$ cat config.mk
export PLATFORM = sky130hd
export DESIGN_NAME = imc_mode_ctrl
export DESIGN_NICKNAME = d
export VERILOG_FILES = /design/src/design/imc_pkg.sv /design/src/design/imc_src_if.sv /design/src/design/imc_edge_det.sv /design/src/design/imc_route.sv /design/src/design/imc_mode_ctrl.sv
export SDC_FILE = /design/constraint.sdc
export NUM_CORES = 1
export LEC_CHECK = 0
export BUFFER_PORTS_ARGS = -buffer_cell sky130_fd_sc_hd__buf_2
export CAP_MARGIN = 15
export CORE_ASPECT_RATIO = 1.5
export CORE_MARGIN = 2
export CORE_UTILIZATION = 39
export DETAILED_ROUTE_END_ITERATION = 7
export PLACE_DENSITY = 0.71
export SLEW_MARGIN = 20
export SYNTH_ARGS = -nofsm -noshare
export SYNTH_HDL_FRONTEND = slang
export SYNTH_HIERARCHICAL = 1
export SYNTH_SLANG_ARGS = --single-unit
$ cat constraint.sdc
create_clock -name mclk -period 3.85 [get_ports mclk]
set_clock_uncertainty 0.05 [all_clocks]
set_input_delay 0.77 -clock mclk [delete_from_list [all_inputs] [get_ports mclk]]
set_output_delay 0.77 -clock mclk [all_outputs]
set_load 0.01 [all_outputs]
$ cat src/design/imc_pkg.sv
// Shared constants, field layout and types of the interrupt mode control block.
package imc_pkg;
  localparam int NUM_REGS = 8;
  localparam int NUM_CAP = 4;
  localparam int FIRST_CAP = 4;
  localparam int ADDR_W = 6;
  localparam int BYTE_SHIFT = 2;

  localparam logic [31:0] OFS_SRC80 = 32'hffffd050;
  localparam logic [31:0] OFS_SRC81 = 32'hffffd051;
  localparam logic [31:0] OFS_SRC82 = 32'hffffd052;
  localparam logic [31:0] OFS_SRC83 = 32'hffffd053;
  localparam logic [31:0] OFS_CAP_A0 = 32'hffffd054;
  localparam logic [31:0] OFS_CAP_A1 = 32'hffffd055;
  localparam logic [31:0] OFS_CAP_B0 = 32'hffffd056;
  localparam logic [31:0] OFS_CAP_B1 = 32'hffffd057;
  localparam logic [31:0] REG_OFS [NUM_REGS] = '{OFS_SRC80, OFS_SRC81, OFS_SRC82, OFS_SRC83,
                                                 OFS_CAP_A0, OFS_CAP_A1, OFS_CAP_B0, OFS_CAP_B1};

  localparam logic [ADDR_W-1:0] ADDR_STATUS = 6'h20;

  localparam int SENS_LSB = 5;
  localparam int SENS_MSB = 6;
  localparam int DMA_BIT = 4;
  localparam int LVL_MSB = 2;
  localparam int LVL_LSB = 0;
  localparam logic [7:0] CTRL_WR_MASK = 8'h77;
  localparam logic [7:0] CTRL_RESET = 8'h00;
  localparam logic [2:0] LEVEL_OFF = 3'h0;

  localparam int STAT_PEND_LSB = 0;
  localparam int STAT_IRQ_LSB = 4;
  localparam int STAT_DMA_LSB = 8;

  localparam logic [1:0] RESP_OKAY = 2'h0;
  localparam logic [1:0] RESP_DECERR = 2'h3;
  localparam logic [3:0] SLOT_STATUS = 4'h8;
  localparam logic [3:0] SLOT_MISS = 4'hf;

  typedef enum logic [1:0] {
    SENS_LOW = 2'h0,
    SENS_HIGH = 2'h1,
    SENS_RISE = 2'h2,
    SENS_FALL = 2'h3
  } imc_sens_t;

  typedef enum logic [1:0] {
    WR_IDLE = 2'h0,
    WR_ADDR = 2'h1,
    WR_RESP = 2'h3,
    WR_DATA = 2'h2
  } imc_wr_state_t;

  typedef enum logic {
    RD_IDLE = 1'h0,
    RD_DATA = 1'h1
  } imc_rd_state_t;

  // The printed offsets are word-granular, so each becomes a byte address from the block base.
  function automatic logic [ADDR_W-1:0] regByteAddr(input logic [31:0] printed);
    logic [31:0] idx;
    idx = printed - OFS_SRC80;
    return ADDR_W'(idx << BYTE_SHIFT);
  endfunction
endpackage

$ cat src/design/imc_src_if.sv
// Per-source bundle between the register block, the edge detector and the router.
interface imc_src_if;
  imc_pkg::imc_sens_t sens;
  logic dmaEn;
  logic [2:0] levelChan;
  logic capEvent;
  logic hit;
  logic irqHit;
  logic dmaHit;

  modport top (
    output sens,
    output dmaEn,
    output levelChan,
    output capEvent,
    input irqHit,
    input dmaHit
  );

  modport det (
    input sens,
    input capEvent,
    output hit
  );

  modport route (
    input dmaEn,
    input levelChan,
    input hit,
    output irqHit,
    output dmaHit
  );
endinterface

$ cat src/design/imc_edge_det.sv
// Sensitivity detector for one capture event source.
module imc_edge_det (
  input wire logic mclk,
  input wire logic rst,
  imc_src_if.det src
);
  logic prevEvent;

  always_ff @(posedge mclk) begin
    if (rst) begin
      prevEvent <= 1'b0;
    end else begin
      prevEvent <= src.capEvent;
    end
  end

  // Events come from timer logic on the same clock, so no synchroniser is placed here.
  always_comb begin
    case (src.sens)
      imc_pkg::SENS_LOW: begin
        src.hit = ~src.capEvent;
      end
      imc_pkg::SENS_HIGH: begin
        src.hit = src.capEvent;
      end
      imc_pkg::SENS_RISE: begin
        src.hit = src.capEvent & ~prevEvent;
      end
      imc_pkg::SENS_FALL: begin
        src.hit = ~src.capEvent & prevEvent;
      end
      default: begin
        src.hit = 1'b0;
      end
    endcase
  end
endmodule

$ cat src/design/imc_route.sv
// Steers one detected request to the CPU interrupt path or to a DMA trigger.
module imc_route (
  imc_src_if.route src
);
  always_comb begin
    src.irqHit = src.hit & ~src.dmaEn & (src.levelChan != imc_pkg::LEVEL_OFF);
    src.dmaHit = src.hit & src.dmaEn;
  end
endmodule

$ cat src/design/imc_mode_ctrl.sv
// Interrupt mode control for sources 80 to 87 with an AXI4-Lite register slave.
//
// Implementation choice: the AXI4-Lite register port.
module imc_mode_ctrl (
  input wire logic mclk,
  input wire logic rst,
  input wire logic [5:0] s_axi_awaddr,
  input wire logic s_axi_awvalid,
  output logic s_axi_awready,
  input wire logic [31:0] s_axi_wdata,
  input wire logic [3:0] s_axi_wstrb,
  input wire logic s_axi_wvalid,
  output logic s_axi_wready,
  output logic [1:0] s_axi_bresp,
  output logic s_axi_bvalid,
  input wire logic s_axi_bready,
  input wire logic [5:0] s_axi_araddr,
  input wire logic s_axi_arvalid,
  output logic s_axi_arready,
  output logic [31:0] s_axi_rdata,
  output logic [1:0] s_axi_rresp,
  output logic s_axi_rvalid,
  input wire logic s_axi_rready,
  input wire logic [3:0] capEvent,
  input wire logic [3:0] intAck,
  output logic [3:0] irqPending,
  output logic [3:0][2:0] irqLevel,
  output logic [3:0] dmaTrig,
  output logic [3:0][2:0] dmaChan
);
  logic [7:0] ctrlByte [imc_pkg::NUM_REGS];
  imc_pkg::imc_wr_state_t wrState;
  imc_pkg::imc_wr_state_t next_wrState;
  imc_pkg::imc_rd_state_t rdState;
  logic [5:0] awAddrQ;
  logic [31:0] wDataQ;
  logic [3:0] wStrbQ;
  logic [5:0] wrAddr;
  logic [31:0] wrData;
  logic [3:0] wrStrb;
  logic awTaken;
  logic wTaken;
  logic doWrite;
  logic [3:0] wrSlot;
  logic [3:0] rdSlot;
  logic [31:0] rdWord;
  logic [3:0] capIrqHit;
  logic [3:0] capDmaHit;
  logic [3:0] irqRouted;
  logic [3:0] dmaRouted;
  logic [31:0] statusWord;

  function automatic logic [3:0] decodeSlot(input logic [5:0] addr);
    logic [3:0] slot;
    slot = imc_pkg::SLOT_MISS;
    for (int i = 0; i < imc_pkg::NUM_REGS; i++) begin
      if (addr == imc_pkg::regByteAddr(imc_pkg::REG_OFS[i])) begin
        slot = 4'(i);
      end
    end
    if (addr == imc_pkg::ADDR_STATUS) begin
      slot = imc_pkg::SLOT_STATUS;
    end
    return slot;
  endfunction

  function automatic logic [7:0] ctrlView(input logic [7:0] raw);
    return raw & imc_pkg::CTRL_WR_MASK;
  endfunction

  // Address and data may arrive in either order; the write lands when the second is taken.
  assign s_axi_awready = (wrState == imc_pkg::WR_IDLE) || (wrState == imc_pkg::WR_DATA);
  assign s_axi_wready = (wrState == imc_pkg::WR_IDLE) || (wrState == imc_pkg::WR_ADDR);
  assign s_axi_bvalid = (wrState == imc_pkg::WR_RESP);
  assign awTaken = s_axi_awvalid && s_axi_awready;
  assign wTaken = s_axi_wvalid && s_axi_wready;

  always_comb begin
    next_wrState = wrState;
    doWrite = 1'b0;
    case (wrState)
      imc_pkg::WR_IDLE: begin
        if (awTaken && wTaken) begin
          next_wrState = imc_pkg::WR_RESP;
          doWrite = 1'b1;
        end else if (awTaken) begin
          next_wrState = imc_pkg::WR_ADDR;
        end else if (wTaken) begin
          next_wrState = imc_pkg::WR_DATA;
        end
      end
      imc_pkg::WR_ADDR: begin
        if (wTaken) begin
          next_wrState = imc_pkg::WR_RESP;
          doWrite = 1'b1;
        end
      end
      imc_pkg::WR_DATA: begin
        if (awTaken) begin
          next_wrState = imc_pkg::WR_RESP;
          doWrite = 1'b1;
        end
      end
      imc_pkg::WR_RESP: begin
        if (s_axi_bready) begin
          next_wrState = imc_pkg::WR_IDLE;
        end
      end
      default: begin
        next_wrState = imc_pkg::WR_IDLE;
      end
    endcase
  end

  always_ff @(posedge mclk) begin
    if (rst) begin
      wrState <= imc_pkg::WR_IDLE;
    end else begin
      wrState <= next_wrState;
    end
  end

  always_ff @(posedge mclk) begin
    if (rst) begin
      awAddrQ <= 6'h00;
    end else if (awTaken) begin
      awAddrQ <= s_axi_awaddr;
    end
  end

  always_ff @(posedge mclk) begin
    if (rst) begin
      wDataQ <= 32'h00000000;
      wStrbQ <= 4'h0;
    end else if (wTaken) begin
      wDataQ <= s_axi_wdata;
      wStrbQ <= s_axi_wstrb;
    end
  end

  always_comb begin
    wrAddr = (wrState == imc_pkg::WR_ADDR) ? awAddrQ : s_axi_awaddr;
    wrData = (wrState == imc_pkg::WR_DATA) ? wDataQ : s_axi_wdata;
    wrStrb = (wrState == imc_pkg::WR_DATA) ? wStrbQ : s_axi_wstrb;
    wrSlot = decodeSlot(wrAddr);
  end

  // An unmapped write is dropped and answered with a decode error.
  always_ff @(posedge mclk) begin
    if (rst) begin
      s_axi_bresp <= imc_pkg::RESP_OKAY;
    end else if (doWrite) begin
      s_axi_bresp <= (wrSlot == imc_pkg::SLOT_MISS) ? imc_pkg::RESP_DECERR : imc_pkg::RESP_OKAY;
    end
  end

  // Each control byte sits in lane zero of its own word.
  always_ff @(posedge mclk) begin
    if (rst) begin
      for (int i = 0; i < imc_pkg::NUM_REGS; i++) begin
        ctrlByte[i] <= imc_pkg::CTRL_RESET;
      end
    end else if (doWrite && wrStrb[0] && (wrSlot < imc_pkg::SLOT_STATUS)) begin
      ctrlByte[wrSlot[2:0]] <= wrData[7:0] & imc_pkg::CTRL_WR_MASK;
    end
  end

  assign s_axi_arready = (rdState == imc_pkg::RD_IDLE);
  assign s_axi_rvalid = (rdState == imc_pkg::RD_DATA);

  always_ff @(posedge mclk) begin
    if (rst) begin
      rdState <= imc_pkg::RD_IDLE;
    end else begin
      case (rdState)
        imc_pkg::RD_IDLE: begin
          if (s_axi_arvalid) begin
            rdState <= imc_pkg::RD_DATA;
          end
        end
        imc_pkg::RD_DATA: begin
          if (s_axi_rready) begin
            rdState <= imc_pkg::RD_IDLE;
          end
        end
        default: begin
          rdState <= imc_pkg::RD_IDLE;
        end
      endcase
    end
  end

  always_comb begin
    statusWord = 32'h00000000;
    statusWord[imc_pkg::STAT_PEND_LSB +: imc_pkg::NUM_CAP] = irqPending;
    statusWord[imc_pkg::STAT_IRQ_LSB +: imc_pkg::NUM_CAP] = irqRouted;
    statusWord[imc_pkg::STAT_DMA_LSB +: imc_pkg::NUM_CAP] = dmaRouted;
  end

  always_comb begin
    rdSlot = decodeSlot(s_axi_araddr);
    rdWord = 32'h00000000;
    if (rdSlot == imc_pkg::SLOT_STATUS) begin
      rdWord = statusWord;
    end else if (rdSlot != imc_pkg::SLOT_MISS) begin
      rdWord[7:0] = ctrlView(ctrlByte[rdSlot[2:0]]);
    end
  end

  // Read data is captured at the address edge, so it stays steady while rvalid waits.
  always_ff @(posedge mclk) begin
    if (rst) begin
      s_axi_rdata <= 32'h00000000;
      s_axi_rresp <= imc_pkg::RESP_OKAY;
    end else if (s_axi_arvalid && s_axi_arready) begin
      s_axi_rdata <= rdWord;
      s_axi_rresp <= (rdSlot == imc_pkg::SLOT_MISS) ? imc_pkg::RESP_DECERR : imc_pkg::RESP_OKAY;
    end
  end

  // Reserved bytes for sources 80 to 83 are stored but drive no request path.
  genvar g;
  generate
    for (g = 0; g < imc_pkg::NUM_CAP; g++) begin : gCap
      imc_src_if srcBus ();

      assign srcBus.capEvent = capEvent[g];
      assign srcBus.sens = imc_pkg::imc_sens_t'(
        ctrlByte[imc_pkg::FIRST_CAP + g][imc_pkg::SENS_MSB:imc_pkg::SENS_LSB]);
      assign srcBus.dmaEn = ctrlByte[imc_pkg::FIRST_CAP + g][imc_pkg::DMA_BIT];
      assign srcBus.levelChan = ctrlByte[imc_pkg::FIRST_CAP + g][imc_pkg::LVL_MSB:imc_pkg::LVL_LSB];
      assign capIrqHit[g] = srcBus.irqHit;
      assign capDmaHit[g] = srcBus.dmaHit;
      assign irqRouted[g] = ~srcBus.dmaEn && (srcBus.levelChan != imc_pkg::LEVEL_OFF);
      assign dmaRouted[g] = srcBus.dmaEn;

      imc_edge_det uDet (
        .mclk(mclk),
        .rst(rst),
        .src(srcBus)
      );

      imc_route uRoute (
        .src(srcBus)
      );

      always_ff @(posedge mclk) begin
        if (rst) begin
          irqPending[g] <= 1'b0;
        end else if (capIrqHit[g]) begin
          irqPending[g] <= 1'b1;
        end else if (intAck[g] || !irqRouted[g]) begin
          irqPending[g] <= 1'b0;
        end
      end

      always_ff @(posedge mclk) begin
        if (rst) begin
          irqLevel[g] <= imc_pkg::LEVEL_OFF;
        end else if (srcBus.dmaEn) begin
          irqLevel[g] <= imc_pkg::LEVEL_OFF;
        end else begin
          irqLevel[g] <= srcBus.levelChan;
        end
      end

      always_ff @(posedge mclk) begin
        if (rst) begin
          dmaTrig[g] <= 1'b0;
          dmaChan[g] <= 3'h0;
        end else begin
          dmaTrig[g] <= capDmaHit[g];
          if (capDmaHit[g]) begin
            dmaChan[g] <= srcBus.levelChan;
          end
        end
      end
    end
  endgenerate
endmodule

* Yosys cells after proc, flatten, opt, wreduce, memory -nomap -nowiden
Memories as Yosys holds them, arrays and structs flattened.
Index checks and enable logic that the tools add are counted.
** Word-level totals
- Register bits :: 89
- Memory bits (writable) :: 48
- Input bits :: 63
- Output and inout port bits :: 73
- Word-level logic and storage cells :: 203
- Memories kept :: 1
** Memory list
- ctrlByte :: depth 8, bits a word 6, rd ports 5, clocked after memory_dff 0, wr ports 8, RTL line imc_mode_ctrl.sv:31 : logic [7:0] ctrlByte [imc_pkg::NUM_REGS];
** Cells by class
- Order comparisons :: 1
- Eq/ne operators :: 39
- Mux-type cells :: 60
- Bitwise operators :: 33
- Reductions and logical operators :: 41
** Operators by type and width (count)
- $mux W4 :: 19
- $eq A6 B5 Y1 const B :: 8
- $eq A6 B4 Y1 const B :: 4
- $and A1 B1 Y1 :: 20
- $eq A2 B2 Y1 const B :: 10
- $mux W1 :: 20
- $mux W2 :: 8
- $pmux W1 S4 :: 4
- $mux W7 :: 2
- $not A1 Y1 :: 13
- $eq A4 B4 Y1 const B :: 3
- $eq A6 B3 Y1 const B :: 2
- $eq A6 B6 Y1 const B :: 2
- $logic_not A6 Y1 :: 2
- $mux W6 :: 2
- $reduce_bool A3 Y1 :: 4
- $eq A2 B1 Y1 const B :: 5
- $logic_and A1 B1 Y1 :: 10
- $logic_not A2 Y1 :: 5
- $mux W8 :: 1
- $pmux W2 S4 :: 1
- $reduce_bool A2 Y1 :: 4
- $reduce_or A2 Y1 :: 4
- $logic_or A1 B1 Y1 :: 6
- other kinds (11) :: 15

* Logic depth before layout (Yosys ltp)
Gate-level depths: netlist of the first run.
- Word-level depth :: 19
- Mapped depth :: 10

* By module
Netlist of the first run, hierarchy kept.
** Modules (own cells, without submodules)
- imc_mode_ctrl :: instances 1, cells an instance 479, area an instance 4936.0 um2, seq. area each 2682.6 um2
- imc_edge_det :: instances 4, cells an instance 7, area an instance 65.1 um2, seq. area each 20.0 um2
- imc_route :: instances 4, cells an instance 3, area an instance 28.8 um2, seq. area each 0.0 um2

* Worst setup path before layout of the first run
Ideal clock, no wire load.
- Path kind :: input port to flip-flop
- From :: input port rst
- To :: memory ctrlByte[5][0] in the netlist's numbering, enable pin
- Library setup time :: 0.318 ns
- Data arrival time :: 2.528 ns
- Required time :: 3.482 ns
- Setup slack :: 0.954 ns
- Stages :: 8
- Cells stage by stage :: clkbuf_1 -> inv_1 -> o211ai_1 -> or4_1 -> clkbuf_1 -> or4b_1 -> buf_4 -> nand2_1
** RTL lines
- start: declaration :: RTL line imc_mode_ctrl.sv:6 : input wire logic rst,
- end: declaration :: RTL line imc_mode_ctrl.sv:31

==> run_results.csv, run 1 <==
group,metric,value,unit
drt,routed_via_density,5.22,
grt,grt_max_degree,58,
drt,antenna_left,0,
final_layout,drive_gt1_share,25.5,%
drt,drtPass1Iterations,4,
final_layout,area_growth,20.8,%
yosys,avgSynthCellArea,10.2,um^2
yosys,syn_inst,519,
worst_setup_path,end_kind,"register",
worst_setup_path,arrival,3.34,ns
sta,period_share,85.6,%
worst_setup_path,cp.required,3.90,ns
sta,hold_viol_final,0,
sta,setup_violations,0,
die,core,13400,um^2
die,die_w,99.3,um
yosys,synthesis.area,5310,um^2
final_layout,final_cell_mix,"buf_2 (86), nor2_1 (71), dfxtp_1 (66), edfxtp_1 (48), mux2i_1 (37)",
worst_setup_path,startpoint_type,"register",
outcome,status,"finished clean",
die,start_util,39.6,%
clock_tree,cts_hold_buf,0,
drt,wirelength,12.8,mm
sta,rsz0062_at_grt,"false",
grt,grt_usage,17.8,%
die,die_area,14600,um^2
yosys,async_flop_share,0,%
die,num_rows,52,
pwr,cellLeakagePower,2.74,nW
clock_tree,cts_tree,"yes",
yosys,synth_edf_count,48,
place,numPortBuffers,86,
grt,grt_pass1_wl,20.3,mm
pwr,p_total,3.65,mW
yosys,ys.flop_type,"dfxtp_1",
grt,grt_pass1_vias,4109,
yosys,synth_seq_area_share,52.0,%
clock_tree,clk_latency,0.42,ns
drt,drtIter0Drc,150,
sta,holdWs,0.403,ns
clock_tree,path_clk_slew,0.06,ns
worst_setup_path,cp_cell_sequence,"inv_1 > ha_1 > nor3b_4 > o211ai_1 > or4_1 > or4b_1 > nand2_1",
sta,fmax,0.303,GHz
worst_setup_path,cp_slowest_cell,"or4b_1",
clock_tree,cts-root-buf,"clkbuf_16",
worst_setup_path,max_stage_delay,0.74,ns
place,hpwl,9.42,mm
drt,wl_per_cell,16.2,um
pwr,power_density,569,nW/um^2
clock_tree,post_cts_buffers,0,
place,gp_congestion,0.849,
final_layout,layout_commonest_cell,"buf_2",
clock_tree,cts_buffers,17,
final_layout,diodes,0,
drt,vias,4096,
final_layout,final_nets,677,
hold_path,hp-class,"reg2reg",
sta,slew_headroom,33.0,%
clock_tree,htree_num_levels,4,
yosys,yosys_warnings,6,
sta,worst_pin_slew,0.978,ns
sta,fin_setup_tns,0,ns
grt,overflow,0,
yosys,synth-seq-cells,114,
die,die_height,147,um
pwr,max-vdd-ir-drop,0.383,mV
clock_tree,cts.repair.resized,0,
sta,final_max_slew_viol_count,0,
yosys,synth_cell_types,55,
worst_setup_path,path_max_fanout,16,
clock_tree,cts.sinks,114,
worst_setup_path,path_delay_family,"simple AND/OR/NAND/NOR gates",
grt,antenna_found_initial,0,
run,maxCapViolations,0,
worst_setup_path,crit_type,"reg2reg",
clock_tree,cts_max_path_buffers,2,
drt,drc,0,
worst_setup_path,critPathBufInv,1,
sta,period_needed,3.30,ns
die,boundaryPins,136,
-- cell families after synthesis --
logic type,after synthesis,share of synthesized area (%)
flip-flops,114,52.0
adder cells (fa/ha/maj),4,0.942
AND/OR/NAND/NOR,219,21.4
buffers and inverters,54,5.68
AO/OA/AOI/OAI,75,9.49
multiplexers,52,10.4
other,1,0.0706
-- area by class of cell --
| cell class | instances | area [um^2] |
|---|---|---|
| clock inverter | 14 | 140 |
| tap | 162 | 203 |
| timing repair buffer | 95 | 498 |
| inverter | 12 | 45.0 |
| clock buffer | 18 | 450 |
| fill | 1224 | 6990 |
| sequential | 114 | 2760 |
| multi-input combinational | 370 | 2320 |
-- state kept, by name, indices dropped and copies added, names as in the netlist, 2 cells and up --
name                 flops
dmaTrig                  4
s_axi_rdata             12
irqLevel                12
wrState                  2
irqPending               4
wDataQ                   6
awAddrQ                  6
dmaChan                 12
ctrlByte                48
gCap.uDet/prevEvent      4
-- worst reg2reg max path, stage by stage, from the launching register on --
cell and delay [ns]:
dfxtp_1 0.34, inv_1 0.09, ha_1 0.52, nor3b_4 0.32
o211ai_1 0.14, or4_1 0.50, or4b_1 0.74, nand2_1 0.30
-- cell usage after synthesis (6+ instances only) --
| cell | number | share of area (%) |
|---|---|---|
| nor2_1 | 71 | 5.0 |
| dfxtp_1 | 66 | 25 |
| edfxtp_1 | 48 | 27 |
| mux2i_1 | 37 | 7.0 |
| nand2_1 | 30 | 2.1 |
| nor3_1 | 28 | 2.6 |
| buf_4 | 24 | 3.4 |
| a21oi_1 | 18 | 1.7 |
| and2_1 | 16 | 1.9 |
| clkbuf_1 | 16 | 1.1 |
| nand3_1 | 16 | 1.5 |
| mux2_2 | 13 | 2.8 |
| inv_1 | 12 | 0.85 |
| nor2b_1 | 10 | 1.2 |
| a31oi_1 | 8 | 0.94 |
| o22ai_1 | 8 | 0.94 |
| and3_1 | 7 | 0.82 |
| nand2b_1 | 7 | 0.82 |
| o21ai_0 | 7 | 0.66 |
| nor2_2 | 6 | 0.71 |
-- metrics by stage --
stage	util (%)	worst slack (ns)	instance area [um^2]	instances
6_report	47.9	0.553	6420	785
2_1_floorplan	-	0.954	5380	538
4_1_cts	47.9	0.562	6420	785
5_1_grt	47.9	0.381	6420	785
3_3_place_gp	43.5	0.636	5830	753
3_5_place_dp	43.5	0.580	5830	753
-- final timing paths --
path / start / end / slack, ns / depth (start not counted)
max: wrState[1]$_SDFFE_PP0P_ / ctrlByte[5][3]$_SDFFCE_PN0P_ / 0.55 / 7
min: s_axi_rdata[9]$_SDFFE_PP0P_ / s_axi_rdata[9]$_SDFFE_PP0P_ / 0.40 / 2
max reg2reg: wrState[1]$_SDFFE_PP0P_ / ctrlByte[5][3]$_SDFFCE_PN0P_ / 0.55 / 7
min reg2reg: s_axi_rdata[9]$_SDFFE_PP0P_ / s_axi_rdata[9]$_SDFFE_PP0P_ / 0.40 / 2
-- layer usage --
layer,global-route usage (%),vias up,routed length [um]
met5,0,-,0
met4,8.63,0,384
met3,5.00,25,654
met2,31.8,130,6760
met1,19.1,1938,4960
li1,-,2003,-
-- where the power goes --
group,internal [mW],switching (mW),total (mW)
sequential,1.34,0.0620,1.40
combinational,0.268,0.426,0.694
clock,0.947,0.606,1.55
total,2.55,1.09,3.65
Note: power is estimated with default switching activity, not from simulation.
==> inputs of run 2 (changes only) <==
SYNTH_HIERARCHICAL = default   (was 1)
==> run_results.csv, run 2 <==
group,metric,value,unit
final_layout,layout_commonest_cell,"nor2_1",
final_layout,multi_input_area,2430,um^2
place,hpwl,9.40,mm
sta,rsz0062_at_grt,"false",
drt,routed_via_density,5.17,
final_layout,final_nets,687,
pwr,cellLeakagePower,2.82,nW
yosys,yosysTopAreaCellShare,26.7,%
sta,final_max_slew_viol_count,0,
die,die_height,148,um
die,start_util,39.9,%
sta,setup_violations,0,
yosys,ys.flop_type,"dfxtp_1",
yosys,synthAdderAreaFrac,1.16,%
final_layout,regArea,2760,um^2
yosys,async_flop_share,0,%
drt,antenna_left,0,
worst_setup_path,crit_type,"reg2reg",
final_layout,area_growth,20.4,%
yosys,syn_inst,534,
final_layout,diodes,0,
grt,grt_pass1_wl,20.1,mm
yosys,synthXorXnorAreaFrac,0.650,%
clock_tree,cts_max_path_buffers,2,
final_layout,fillCellCount,1242,
pwr,power_density,564,nW/um^2
drt,drc,0,
drt,drtIter0Drc,192,
run,maxCapViolations,0,
yosys,yosys_warnings,0,
yosys,muxShareOfSynthArea,8.44,%
clock_tree,path_clk_slew,0.05,ns
worst_setup_path,path_max_fanout,19,
worst_setup_path,startpoint_type,"register",
sta,fin_setup_tns,0,ns
hold_path,hp-class,"reg2reg",
yosys,synth_cell_types,63,
die,num_rows,52,
sta,period_needed,2.93,ns
yosys,synth_edf_count,48,
grt,antenna_found_initial,0,
sta,fmax,0.341,GHz
clock_tree,cts_hold_buf,0,
sta,worst_pin_slew,0.960,ns
yosys,synth_top_area_cell,"edfxtp_1",
die,boundaryPins,136,
yosys,synthTopCellsByCount,"nor2_1 (100), dfxtp_1 (66), edfxtp_1 (48), mux2i_1 (41), nand2_1 (38)",
sta,holdWs,0.394,ns
grt,grt_pass1_vias,4116,
place,numPortBuffers,86,
drt,drtPass1Iterations,4,
yosys,yosys-top-cells-area,"edfxtp_1 (27%), dfxtp_1 (24%), mux2i_1 (7.6%)",
yosys,synth-simple-area-share,24.6,%
final_layout,drive_gt1_share,22.6,%
final_layout,final_cell_mix,"nor2_1 (100), buf_2 (86), dfxtp_1 (66), edfxtp_1 (48), mux2i_1 (41)",
grt,grt_max_degree,68,
drt,wirelength,12.8,mm
yosys,synth_seq_area_share,51.2,%
clock_tree,cts_buffers,17,
outcome,status,"finished clean",
yosys,synth-compound-area-share,8.72,%
worst_setup_path,arrival,2.96,ns
die,die_w,100,um
sta,period_share,76.1,%
clock_tree,cts.sinks,114,
drt,vias,4106,
clock_tree,post_cts_buffers,0,
yosys,yosysMostFrequentCell,"nor2_1",
final_layout,largest_reg_flops,48,
sta,hold_viol_final,0,
worst_setup_path,cp.required,3.88,ns
clock_tree,clk_latency,0.41,ns
yosys,avgSynthCellArea,10.1,um^2
clock_tree,htree_num_levels,4,
yosys,synth_top_family_by_area,"simple AND/OR/NAND/NOR gates",
die,die_area,14800,um^2
drt,wl_per_cell,16.1,um
yosys,synthesis.area,5390,um^2
clock_tree,cts-root-buf,"clkbuf_16",
grt,overflow,0,
sta,slew_headroom,34.2,%
final_layout,regMostFlops,"ctrlByte",
die,core,13500,um^2
worst_setup_path,end_kind,"register",
place,gp_congestion,0.863,
clock_tree,cts.repair.resized,0,
clock_tree,cts_tree,"yes",
pwr,max-vdd-ir-drop,0.327,mV
grt,grt_usage,17.5,%
yosys,synth-seq-cells,114,
-- run 2: changes by cell type after synthesis, moves of 6 or more --
cell | previous run | this run
mux2_2 | 13 | 1
nor2_2 | 6 | 0
nor3_1 | 28 | 13
a21oi_1 | 18 | 26
a31oi_1 | 8 | 2
nor2_1 | 71 | 100
nand2_1 | 30 | 38
o22ai_1 | 8 | 1
-- run 2: stage by stage --
stage / setup slack [ns] / cell area [um^2] / cells / utilization [%] / power (mW)
floorplan: 1.61 / 5470 / 553 / - / 1.89
global placement: 1.00 / 5860 / 762 / 43.3 / 2.02
detailed placement: 0.940 / 5860 / 762 / 43.3 / 2.05
CTS: 0.940 / 6490 / 794 / 48.0 / 3.69
global route: 0.716 / 6490 / 794 / 48.0 / 3.81
finish: 0.920 / 6490 / 794 / 48.0 / 3.67
-- run 2: layout make-up --
| type | instances | area share, % |
|---|---|---|
| Clock buffer | 26 | 8.36 |
| Clock inverter | 6 | 1.33 |
| Tap cell | 162 | 3.12 |
| Sequential cell | 114 | 42.5 |
| Multi-Input combinational cell | 391 | 37.4 |
| Inverter | 7 | 0.405 |
| Timing Repair Buffer | 88 | 6.86 |
-- run 2: report_power, final --
| group | internal, mW | switching [mW] | total [mW] |
|---|---|---|---|
| clock network | 1.10 | 0.535 | 1.64 |
| logic | 0.245 | 0.388 | 0.633 |
| registers | 1.33 | 0.0583 | 1.39 |
-- run 2: path summary, 6_finish.rpt --
| check | slack [ns] | to | start | cells after the start |
|---|---|---|---|---|
| setup / recovery | 0.92 | ctrlByte[5][1]$_SDFFCE_PN0P_ | wrState[1]$_SDFFE_PP0P_ | 7 |
| hold / removal | 0.39 | s_axi_rdata[10]$_SDFFE_PP0P_ | s_axi_rdata[10]$_SDFFE_PP0P_ | 2 |
| setup reg to reg | 0.92 | ctrlByte[5][1]$_SDFFCE_PN0P_ | wrState[1]$_SDFFE_PP0P_ | 7 |
| hold reg to reg | 0.39 | s_axi_rdata[10]$_SDFFE_PP0P_ | s_axi_rdata[10]$_SDFFE_PP0P_ | 2 |
-- run 2: critical path: stages (launching register included) --
cell	delay (ns)
dfxtp_1	0.38
inv_1	0.10
ha_1	0.21
buf_4	0.21
o31ai_1	0.35
and4bb_1	0.68
nand3_2	0.30
nand2b_1	0.31
-- run 2: cell families after synthesis --
logic type      after synthesis
other cells                   1
xor+xnor                      4
mux                          44
fa+ha+maj                     5
buf+inv                      48
compound gates               72
simple gates                246
flops                       114
-- run 2: metal layers --
metal / GRT usage [%] / routed length, um / vias up
met5: 0 / 0 / -
met1: 19.2 / 5170 / 1946
met4: 7.40 / 278 / 0
met2: 31.6 / 6740 / 125
li1: - / - / 2015
met3: 4.44 / 596 / 20
==> inputs of run 3 (changes only) <==
ABC_AREA = 1   (was default)
clock period = 2.9 ns   (was 3.85 ns; I/O delays follow)
==> run_results.csv, run 3 <==
group,metric,value,unit
outcome,status,"finished clean",
sta,holdWs,0.351,ns
yosys,yosys-top-cells-area,"edfxtp_1 (27%), dfxtp_1 (25%), nor2_1 (7.5%)",
yosys,yosys_warnings,0,
sta,fin_setup_tns,0,ns
yosys,async_flop_share,0,%
pwr,pwr-share-comb,20.0,%
yosys,synth-seq-cells,114,
final_layout,regArea,2760,um^2
sta,fmax,0.408,GHz
grt,antenna_found_initial,0,
sta,setup_ws,0.446,ns
drt,vias,4431,
grt,grt_util_met3,4.44,%
worst_setup_path,path_max_fanout,10,
pwr,p_switching,1.45,mW
yosys,synth_top_area_cell,"edfxtp_1",
clock_tree,cts-root-buf,"clkbuf_16",
die,num_rows,52,
yosys,synthesis.area,5360,um^2
final_layout,layout_commonest_cell,"nor2_1",
place,dp.cells,879,
worst_setup_path,end_kind,"register",
drt,wirelength,12.6,mm
pwr,p_seq_share,39.4,%
yosys,synth_edf_count,48,
final_layout,final_util,48.0,%
place,gp_congestion,0.810,
worst_setup_path,crit_path_frequent_cell,"nand2_1",
sta,hold_viol_final,0,
clock_tree,cts.repair.resized,0,
grt,overflow,0,
die,core,13500,um^2
drt,drtPass1Iterations,4,
yosys,synth_seq_area_share,51.6,%
clock_tree,cts_tree,"yes",
place,numPortBuffers,86,
pwr,p_clk_share,40.6,%
grt,grt_max_degree,30,
clock_tree,clk_latency,0.42,ns
final_layout,final_cell_mix,"nor2_1 (107), nand2_1 (87), buf_2 (86), inv_1 (84), dfxtp_1 (66)",
final_layout,fin_cells,911,
yosys,synthTopCellsByCount,"nor2_1 (107), nand2_1 (87), inv_1 (84), dfxtp_1 (66), nand3_1 (65)",
die,die_area,14700,um^2
yosys,ys.flop_type,"dfxtp_1",
grt,grt_pass1_wl,19.6,mm
place,hpwl,9.17,mm
pwr,intPower,3.28,mW
pwr,cellLeakagePower,3.04,nW
drt,drtIter0Drc,179,
drt,drc,0,
final_layout,multi_input_area,2060,um^2
pwr,p_sw_share,30.7,%
sta,rsz0062_at_grt,"false",
worst_setup_path,max_stage_delay,0.36,ns
sta,setup_violations,0,
worst_setup_path,cp.required,2.94,ns
drt,routed_via_density,4.86,
worst_setup_path,cp_slowest_cell,"ha_2",
die,die_w,99.7,um
sta,period_needed,2.45,ns
final_layout,largest_reg_flops,48,
hold_path,hp-class,"in2reg",
clock_tree,path_clk_slew,0.05,ns
die,start_util,39.8,%
clock_tree,cts.sinks,114,
pwr,power_density,732,nW/um^2
yosys,yosysTopAreaCellShare,26.9,%
grt,grt_pass1_vias,4193,
grt,grt_use_met2,31.8,%
place,post-place-ws,0.273,ns
worst_setup_path,crit_type,"reg2reg",
final_layout,final_nets,804,
final_layout,diodes,0,
yosys,synth_cell_types,36,
final_layout,regMostFlops,"ctrlByte",
grt,grt.busiest_layer,"met2",
sta,slew_headroom,50.3,%
yosys,yosysMostFrequentCell,"nor2_1",
worst_setup_path,arrival,2.50,ns
run,maxCapViolations,0,
sta,period_share,84.6,%
clock_tree,cts_hold_buf,0,
yosys,avgSynthCellArea,8.38,um^2
clock_tree,cts_max_path_buffers,2,
clock_tree,post_cts_buffers,0,
worst_setup_path,startpoint_type,"register",
clock_tree,htree_num_levels,4,
grt,met1_usage,18.2,%
worst_setup_path,cp_cell_sequence,"inv_1 > ha_2 > inv_6 > nand2_2 > nand2_4 > o21ai_2 > nand2_1 > nor2_2 > nand4_2 > nor2_4 > nand3_2 > nand2_1",
final_layout,drive_gt1_share,21.6,%
sta,worst_pin_slew,0.744,ns
die,die_height,148,um
final_layout,fillCellCount,1317,
yosys,syn_inst,639,
clock_tree,cts_buffers,17,
sta,final_max_slew_viol_count,0,
grt,grt_usage,17.2,%
die,boundaryPins,136,
drt,wl_per_cell,13.8,um
final_layout,area_growth,20.7,%
pwr,max-vdd-ir-drop,0.369,mV
drt,antenna_left,0,
-- run 3: final timing paths --
check	start	end	slack (ns)	cells after the start
min	capEvent[0]	gCap[0].uDet.prevEvent$_SDFF_PP0_	0.35	3
max	wrState[1]$_SDFFE_PP0P_	ctrlByte[0][4]$_SDFFCE_PN0P_	0.45	12
min reg2reg	s_axi_rdata[11]$_SDFFE_PP0P_	s_axi_rdata[11]$_SDFFE_PP0P_	0.42	2
max reg2reg	wrState[1]$_SDFFE_PP0P_	ctrlByte[0][4]$_SDFFCE_PN0P_	0.45	12
-- run 3: final cells by class --
| cell class | instances | area share (%) |
|---|---|---|
| multi-input combinational | 415 | 31.9 |
| sequential | 114 | 42.7 |
| timing repair buffer | 100 | 8.28 |
| clock inverter | 13 | 1.59 |
| inverter | 88 | 5.34 |
| tap | 162 | 3.14 |
| clock buffer | 19 | 7.03 |
-- run 3: logic make-up after synthesis --
| kind of cell | synth area share [%] |
|---|---|
| buf+inv | 11.3 |
| compound gates | 9.93 |
| fa+ha+maj | 1.17 |
| simple gates | 24.2 |
| xor+xnor | 0.654 |
| other cells | 0.0700 |
| mux | 1.12 |
| flops | 51.6 |
-- run 3: metal layers --
| layer | wire length [um] | vias up |
|---|---|---|
| met5 | 0 | - |
| met4 | 350 | 0 |
| met3 | 671 | 27 |
| met2 | 6660 | 152 |
| met1 | 4880 | 2013 |
| li1 | - | 2239 |
-- run 3: per-stage QoR --
stage          instance area [um^2]  power (mW)
6_report                       6460        4.73
5_1_grt                        6460        4.96
4_1_cts                        6460        4.76
3_5_place_dp                   5900        2.85
3_3_place_gp                   5900        2.83
2_1_floorplan                  5430        2.58
-- run 3: power groups by stage --
stage / sequential [mW] / clock [mW] / combinational, mW
2_1_floorplan: 1.90 / 0 / 0.677
3_3_place_gp: 1.90 / 0 / 0.938
3_5_place_dp: 1.90 / 0 / 0.946
4_1_cts: 1.87 / 1.94 / 0.952
5_1_grt: 1.88 / 2.01 / 1.06
6_report: 1.87 / 1.92 / 0.945
-- run 3: critical path, delay by kind of cell (launching register included) --
family / cells / cell delay [ns]
AO/OA/AOI/OAI: 1 / 0.07
adder cells (fa/ha/maj): 1 / 0.36
buffers and inverters: 2 / 0.20
flip-flops: 1 / 0.32
AND/OR/NAND/NOR: 8 / 1.13
